## config.mk

```make
export PLATFORM = sky130hd
export DESIGN_NAME = acs_sequencer
export DESIGN_NICKNAME = d
export VERILOG_FILES = /design/src/logic/acs_pkg.sv /design/src/logic/acs_conv_if.sv /design/src/logic/acs_conv_timer.sv /design/src/logic/acs_sequencer.sv
export SDC_FILE = /design/constraint.sdc
export NUM_CORES = 1
export LEC_CHECK = 0
export BUFFER_PORTS_ARGS = -buffer_cell sky130_fd_sc_hd__buf_2
export CAP_MARGIN = 20
export CORE_UTILIZATION = 36
export CTS_BUF_LIST = sky130_fd_sc_hd__clkbuf_4 sky130_fd_sc_hd__clkbuf_8 sky130_fd_sc_hd__clkbuf_16
export CTS_CLUSTER_SIZE = 12
export DETAILED_ROUTE_END_ITERATION = 7
export SLEW_MARGIN = 20
export SYNTH_ARGS = -nofsm -noshare
export SYNTH_HDL_FRONTEND = slang
export SYNTH_SLANG_ARGS = --single-unit
```

## constraint.sdc

```tcl
create_clock -name i_sys_clk -period 3.9 [get_ports i_sys_clk]
set_clock_uncertainty 0.2 [all_clocks]
set_input_delay 0.78 -clock i_sys_clk [delete_from_list [all_inputs] [get_ports i_sys_clk]]
set_output_delay 0.78 -clock i_sys_clk [all_outputs]
set_load 0.01 [all_outputs]
```

## src/logic/acs_pkg.sv

```systemverilog
// Purpose: shared constants and types for the converter channel sequencer
// Assumes: 12-bit parallel host word, eight analog inputs
// Notes:   field positions of the control word and mode encodings
package acs_pkg;
  // control word field positions
  localparam int ADDR_HI       = 7;
  localparam int ADDR_LO       = 5;
  localparam int TYPE_HI       = 4;
  localparam int TYPE_LO       = 3;
  localparam int SHADOW_SELECT_BIT_SEL_POS  = 2;
  localparam int SEQ_EN_POS    = 1;
  localparam int DATA_W        = 12;
  localparam int CHAN_N        = 8;
  // conversion clock periods needed per conversion
  localparam logic [3:0] CONV_PERIODS = 4'hd;
  // input type encodings
  typedef enum logic [1:0] {
    ACS_SINGLE = 2'h0,
    ACS_FULL   = 2'h1,
    ACS_PSEUDO1 = 2'h2,
    ACS_PSEUDO7 = 2'h3
  } acs_type_t;
  // sequencer modes, coded {sequence_enable_bit, shadow_select_bit}
  localparam logic [1:0] SQ_NONE  = 2'h0;
  localparam logic [1:0] SQ_SHADOW_SELECT_BIT  = 2'h1;
  localparam logic [1:0] SQ_KEEP  = 2'h2;
  localparam logic [1:0] SQ_CONSEC = 2'h3;
  // reset values
  localparam logic [7:0] ENABLES_RST = 8'h00;
  localparam logic [2:0] ADDR_RST    = 3'h0;
endpackage : acs_pkg

```

## src/logic/acs_conv_if.sv

```systemverilog
// Purpose: carries conversion requests between sequencer and conversion timer
// Assumes: single clock domain
// Notes:   start is a one-cycle pulse, done and abort are one-cycle pulses
interface acs_conv_if;
  logic start;   // begin counting conversion clock periods
  logic done;    // full conversion completed
  logic abort;   // conversion cut short
  logic busy;    // conversion in progress
  modport seq (output start, input done, input abort, input busy);
  modport tmr (input start, output done, output abort, output busy);
endinterface : acs_conv_if

```

## src/logic/acs_conv_timer.sv

```systemverilog
// Purpose: counts full conversion clock periods for one conversion
// Assumes: conversion clock sampled synchronously to i_sys_clk
// Notes:   a new start before the count completes aborts the conversion
module acs_conv_timer
(
  // clock and reset
  input  wire logic i_sys_clk,
  input  wire logic i_rstn,
  // conversion clock level
  input  wire logic i_conv_clk,
  // link to sequencer
  acs_conv_if.tmr   conv
);
  typedef struct packed {
    logic       busy;
    logic       clk_d;
    logic [3:0] periods;
    logic       done;
    logic       abort;
  } acs_tmr_t;
  acs_tmr_t st;
  acs_tmr_t next_st;

  // period counting: a period is counted on each rising edge after start
  always_comb
  begin
    next_st       = st;
    next_st.clk_d = i_conv_clk;
    next_st.done  = 1'b0;
    next_st.abort = 1'b0;
    if (conv.start)
    begin
      // restart cuts a conversion that has not seen all its periods
      next_st.abort   = st.busy;
      next_st.busy    = 1'b1;
      next_st.periods = 4'h0;
    end
    else if (st.busy && i_conv_clk && !st.clk_d)
    begin
      // the first rise after start only opens a whole period, because
      // start may fall anywhere inside a period; so the conversion ends on
      // the rise that closes the thirteenth whole period, never on 12.5
      if (st.periods == acs_pkg::CONV_PERIODS)
      begin
        next_st.busy = 1'b0;
        next_st.done = 1'b1;
      end
      next_st.periods = st.periods + 4'h1;
    end
  end

  // state register
  always_ff @(posedge i_sys_clk or negedge i_rstn)
  begin
    if (!i_rstn)
      st <= '0;
    else
      st <= next_st;
  end

  assign conv.done  = st.done;
  assign conv.abort = st.abort;
  assign conv.busy  = st.busy;
endmodule // acs_conv_timer

```

## src/logic/acs_sequencer.sv

```systemverilog
// Purpose: channel selection and sequencer for an eight-input converter
// Assumes: host bus, strobe and start pins are synchronous to i_sys_clk
// Notes:   writes commit on the rising edge of the write strobe
// Function
// - input type decode; single-ended uses ground
// - full differential pairs even/odd partner negative
// - pseudo mode one pairs like differential
// - pseudo seven uses input seven negative
// - conversion needs thirteen full clock periods
// - enables captured from low byte on strobe rise
// - enables written only after shadow-select write
// - enable bit n gates channel n
// - ascending from lowest enabled, cycling on start
// - sequence runs until non-keep control write
// - pair sequences skip swapped polarity
// - no sequencer converts last written address
// - keep write updates fields, sequence continues
// - consecutive mode runs zero to address
// - address field in bits seven to five
// - shadow select bit two, sequence bit one
// - input type field in bits four, three
module acs_sequencer
(
  // clock and reset
  input  wire logic        i_sys_clk,
  input  wire logic        i_rstn,
  // host parallel port
  input  wire logic [11:0] i_data_bus,
  input  wire logic        i_write_strobe_n,
  input  wire logic        i_conversion_start_n,
  // conversion clock
  input  wire logic        i_conversion_clock_in,
  // selection to analog front end
  output logic [2:0]       o_pos_input,
  output logic [2:0]       o_neg_input,
  output logic             o_neg_is_ground,
  output logic [1:0]       o_input_type,
  output logic [2:0]       o_channel,
  // conversion status
  output logic             o_conv_busy,
  output logic             o_conv_done,
  output logic             o_conv_abort,
  // control bits beyond this block
  output logic [11:0]      o_control
);
  // whole module state
  typedef struct packed {
    logic [11:0] ctrl;        // last control word
    logic [7:0]  enables;     // sequence_channel_enables, write-only
    logic        shadow_select_bit_next;   // next write goes to enables
    logic        wr_d;        // delayed strobe for edge detect
    logic        cs_d;        // delayed start for edge detect
    logic        seq_run;     // shadow sequence active
    logic        consec_run;  // consecutive sequence active
    logic [2:0]  cur;         // channel of the current conversion
    logic [2:0]  nxt;         // channel of the next conversion
    logic [2:0]  pos;         // routed positive input
    logic [2:0]  neg;         // routed negative input
    logic        gnd;         // negative is analog ground
  } acs_seq_t;
  acs_seq_t st;
  acs_seq_t next_st;

  // link to the conversion period timer
  acs_conv_if conv ();

  // find next enabled channel strictly above cur, or from channel 0 when first, wrapping; pairs step by 2
  // the scan visits every bit once, so an empty set leaves r at cur;
  // the enables write catches that case before it matters
  function automatic logic [2:0] next_enabled(input logic [7:0] en, input logic [2:0] cur,
                                               input logic pairs, input logic first);
    logic [2:0] c;
    logic [2:0] r;
    logic       hit;
    r   = cur;
    hit = 1'b0;
    for (int k = 1; k <= 8; k++)
    begin
      c = 3'(int'(cur) + k);
      if (first)
        c = 3'(k - 1);
      // limitation: only the even bit of a pair is looked at, so a host
      // that sets just the odd bit gets no conversion of that pair
      // pair sequences take only the even member of a pair
      if (!hit && en[c] && !(pairs && c[0]))
      begin
        r   = c;
        hit = 1'b1;
      end
    end
    return r;
  endfunction

  // route a channel address to its positive and negative inputs
  // packed as {positive, negative, negative is ground}; in single-ended
  // mode the negative index repeats the positive one and is unused
  function automatic logic [6:0] route(input logic [1:0] ty, input logic [2:0] a);
    logic [6:0] r;
    r = {a, a, 1'b1};
    case (ty)
      acs_pkg::ACS_FULL:   r = {a, a ^ 3'h1, 1'b0};
      acs_pkg::ACS_PSEUDO1: r = {a, a ^ 3'h1, 1'b0};
      acs_pkg::ACS_PSEUDO7: r = {a, 3'h7, 1'b0};
      default:             r = {a, a, 1'b1};
    endcase
    return r;
  endfunction

  // edge detects and decoded fields shared by the processes below
  logic       wr_rise;
  logic       cs_fall;
  logic [1:0] sq_mode;
  logic [1:0] ty;
  logic       pairs;
  logic [6:0] rt;
  // a write commits on the strobe's rising edge, data still valid then
  assign wr_rise = i_write_strobe_n && !st.wr_d;
  // the sample instant is the falling edge of the start pin
  assign cs_fall = !i_conversion_start_n && st.cs_d;
  assign sq_mode = {i_data_bus[acs_pkg::SEQ_EN_POS], i_data_bus[acs_pkg::SHADOW_SELECT_BIT_SEL_POS]};
  assign ty      = st.ctrl[acs_pkg::TYPE_HI:acs_pkg::TYPE_LO];
  assign pairs   = (ty == acs_pkg::ACS_FULL) || (ty == acs_pkg::ACS_PSEUDO1);
  // a start that collides with a write is dropped whole, timer included,
  // so channel and timer never disagree about which conversion runs
  assign conv.start = cs_fall && !wr_rise;
  assign rt      = route(ty, st.cur);

  // host writes and sequencing
  always_comb
  begin
    next_st      = st;
    next_st.wr_d = i_write_strobe_n;
    next_st.cs_d = i_conversion_start_n;
    // route outputs trail the channel by one cycle; that keeps the
    // decode out of the path from the start pin
    next_st.pos  = rt[6:4];
    next_st.neg  = rt[3:1];
    next_st.gnd  = rt[0];
    if (wr_rise)
    begin
      if (st.shadow_select_bit_next)
      begin
        // enables load and start the shadow sequence from its lowest channel
        next_st.enables   = i_data_bus[7:0];
        next_st.shadow_select_bit_next = 1'b0;
        next_st.seq_run   = 1'b1;
        next_st.consec_run = 1'b0;
        next_st.nxt = next_enabled(i_data_bus[7:0], 3'h0, pairs, 1'b1);
        if (i_data_bus[7:0] == acs_pkg::ENABLES_RST)
        begin
          next_st.seq_run = 1'b0;
          next_st.nxt     = st.ctrl[acs_pkg::ADDR_HI:acs_pkg::ADDR_LO];
        end
      end
      else
      begin
        next_st.ctrl      = i_data_bus;
        next_st.shadow_select_bit_next = (sq_mode == acs_pkg::SQ_SHADOW_SELECT_BIT);
        // a keep write (1, 0) leaves the sequence position untouched
        if (sq_mode != acs_pkg::SQ_KEEP)
        begin
          next_st.seq_run    = 1'b0;
          next_st.consec_run = (sq_mode == acs_pkg::SQ_CONSEC);
          // no sequencer or consecutive start: address or channel zero
          next_st.nxt = (sq_mode == acs_pkg::SQ_CONSEC) ? 3'h0 :
                        i_data_bus[acs_pkg::ADDR_HI:acs_pkg::ADDR_LO];
        end
      end
    end
    else if (cs_fall)
    begin
      // sample channel is latched at the start falling edge
      next_st.cur = st.nxt;
      // shadow sequences scan the enables, consecutive ones count up
      if (st.seq_run)
        next_st.nxt = next_enabled(st.enables, st.nxt, pairs, 1'b0);
      else if (st.consec_run)
        next_st.nxt = (st.nxt >= st.ctrl[acs_pkg::ADDR_HI:acs_pkg::ADDR_LO]) ? 3'h0 :
                      st.nxt + 3'h1;
    end
  end

  // state register; strobe and start idle high
  // edge detectors reset to the idle level of their pins, so release
  // of reset never looks like a strobe, and looks like a start only if the start pin is already low
  always_ff @(posedge i_sys_clk or negedge i_rstn)
  begin
    if (!i_rstn)
    begin
      st      <= '0;
      st.wr_d <= 1'b1;
      st.cs_d <= 1'b1;
      st.gnd  <= 1'b1;
    end
    else
      st <= next_st;
  end

  // conversion period timer
  // the timer owns busy, done and abort; this module only starts it
  acs_conv_timer u_timer
  (
    .i_sys_clk  (i_sys_clk),
    .i_rstn     (i_rstn),
    .i_conv_clk (i_conversion_clock_in),
    .conv       (conv.tmr)
  );

  // outputs straight from the state register or the timer
  assign o_pos_input     = st.pos;
  assign o_neg_input     = st.neg;
  assign o_neg_is_ground = st.gnd;
  assign o_input_type    = ty;
  assign o_channel       = st.cur;
  assign o_control       = st.ctrl;
  assign o_conv_busy     = conv.busy;
  assign o_conv_done     = conv.done;
  assign o_conv_abort    = conv.abort;
endmodule // acs_sequencer

```

==> results.ini <==
[status]
status = completed

[layout]
multi_input_area_sq_um = 1699
drive_gt1_share_pct = 26.30
stdcell_area_sq_um = 3395
layoutNonFillerInstCount = 451
register_area_sq_um = 1155
area_growth_pct = 7.702
fillCellCount = 862
nNetsFinal = 371
n_antenna_cell = 0
utilization_pct = 40.70

[sta]
setup_viol = 0
setup_slack_ns = 0.5691
finalCriticalPeriod_ns = 3.331
maxSlewViolCount = 0
worst_slew_pin_slew_ns = 0.9852
finalHoldViolCount = 0
max-slew-margin-rel_pct = 32.62
period_share_pct = 85.41
holdWs_ns = 0.2081
rsz0062_at_grt = false
tns_ns = 0
fmax_ghz = 0.3002

[routing]
dr.first_iter.drc_count = 134
vias = 2578
drt-total-wl_um = 7348
wl_met2_um = 3253
viasPerCell = 5.716
drt-met1-wl_um = 3548
highest_layer = met4
drtPass1Iterations = 5
drcViolationCount = 0
route.antenna.remaining_nets = 0
wl_per_cell_um = 16.29
wl_met3_um = 392

[worst_hold_path]
hp-class = reg2reg
min_path_cells = 0
worstHoldStart = o_channel[0]
holdPathEnd = o_pos_input[0]

[synthesis]
synth_seq_area_share_pct = 36.64
synth_area_sq_um = 3152
yosysWarningCount = 0
synth_edf_count = 0
synth_area_leader_cell = dfrtp_1
async_flop_share_pct = 100.0
synth.area.top_cells = dfrtp_1 (34%), mux2_2 (8.2%), buf_4 (5.7%)
synthFlopType = dfrtp_1
synth_common_cells = dfrtp_1 (43), nand2_1 (29), nor2_1 (27), buf_4 (24), mux2_2 (23)
syn_avg_cell_area_sq_um = 9.580
synth_top_area_share_pct = 34.14
yosysUniqueCellTypes = 56
synth.most_common_cell = dfrtp_1
synth_nets = 355
ys_ff_latch = 46
netlist_instances = 329

[clock_network]
clock_latency_ns = 0.30
cts_setup_buffers = 0
cts_max_level = 2
post_cts_resized = 0
cts_root_buf = clkbuf_8
cts_hold_buf = 0
clk_pin_slew_worst_paths_ns = 0.09
cts-buffers-inserted = 5
cts.sinks = 46
cts_tree = done
cts.path.max_buffers = 2

[floorplanning]
ioPinCount = 44
rows = 33
initial_utilization_pct = 37.79
die_h_um = 95.57
die_area_sq_um = 9133
coreArea_sq_um = 8341
fp.dieW_um = 95.57

[placed_design]
dp_hpwl_um = 5365
placed_area_sq_um = 3279
gp_congestion = 0.9252
dp_cells = 443
place_ws_ns = 0.6151
io_buffer_count = 43

[critical_path]
r2r_start = st[8]
slowest_stage = ha_1
crit_arrival_ns = 3.35
r2r.worst_path.cells = 10
required_ns = 3.92
worstPathMaxFanout = 7
crit_chain = inv_1 -> ha_1 -> mux4_2 -> mux2_2 -> a211oi_2 -> o31ai_1 -> o41a_1 -> o2111ai_1 -> a311oi_1 -> a211oi_2
reg2reg_to = st[9]
critical_path_class = reg2reg
crit_path_max_incr_delay_ns = 0.49
rrSetupSlack_ns = 0.57
worst_setup_path_end_kind = flop
crit_top_cell = a211oi_2
cp-start-kind = flop

[global_route]
grt-ovfl-total = 0
grt.total_usage_pct = 17.21
grt_pass1_wl_um = 12250
grt_max_degree = 47
antenna_found_initial = 0
grt_pass1_vias = 2438

[power_and_ir_drop]
p_per_area_nw_per_um2 = 795.2
ir_drop_mv = 0.3066
p_total_mw = 2.699
leakage_nw = 1.478

[job]
max_cap_violations = 0

-- final cells by class --
type                    count  share of cell area (%)
multi-input cells         232                   50.06
repair buffers             47                   7.298
clock buffers               5                   2.027
clock inverters             3                   1.290
inverters                  13                   1.438
flip-flops and latches     46                   34.02
well taps                 105                   3.870
-- worst max-delay path: cells and delay by family, from the launching register on --
| kind | cells | cell delay (ns) |
|---|---|---|
| AOI/OAI and AO/OA | 6 | 1.40 |
| adders and majority gates | 1 | 0.49 |
| buffers and inverters | 1 | 0.14 |
| DFF | 1 | 0.36 |
| muxes | 2 | 0.68 |
-- cell usage in the layout, fill, tap and decap left out, types with 3 or more instances in the layout --
cell type / count
buf_2: 42
mux2i_1: 12
a211oi_1: 7
a21oi_1: 13
nand2_1: 29
mux4_2: 6
nand2b_1: 6
o211ai_1: 7
dfstp_2: 3
clkbuf_8: 5
nor2b_1: 6
o21ai_0: 20
a31oi_1: 4
xor2_1: 4
ha_1: 9
a22oi_1: 4
o31ai_1: 5
dfrtp_1: 43
inv_1: 13
nor2_1: 27
mux2_2: 23
nor3_1: 6
a21o_1: 3
buf_4: 5
-- report_power, final --
part | switching [mW] | leakage, nW | internal [mW]
Sequential | 0.152 | 0.557 | 0.610
Clock | 0.166 | 0.0585 | 0.192
Combinational | 0.900 | 0.863 | 0.679
-- routing by layer --
metal | track usage (%) | up-vias
met5 | 0 | -
met4 | 5.473 | 0
met3 | 3.190 | 13
met2 | 26.73 | 98
met1 | 24.05 | 1266
li1 | - | 1201
-- sequential cells by signal (all words and copies together), names as in the netlist --
signal and flops:
u_timer.st 5, u_timer.conv.done 1, o_channel 3, o_control 12, o_pos_input 3, o_neg_is_ground 1, u_timer.conv.abort 1, o_neg_input 3
u_timer.conv.busy 1, st 16
-- cell families after synthesis --
family	share of synthesized area, %
AOI/OAI and AO/OA	18.30
xor gates and xnor gates	1.667
adders and majority gates	3.573
buffers and inverters	9.448
DFF	36.64
muxes	16.67
and+or+nand+nor	13.70
-- worst max path at each step --
stage	cells after the start	startpoint	to
2_1_floorplan	14	st[7]	st[9]
3_3_place_gp	10	st[8]	st[9]
3_5_place_dp	10	st[8]	st[9]
4_1_cts	10	st[8]	st[9]
5_1_grt	10	st[8]	st[9]
6_report	10	st[8]	st[9]
Power figures use the tool's default switching activity.
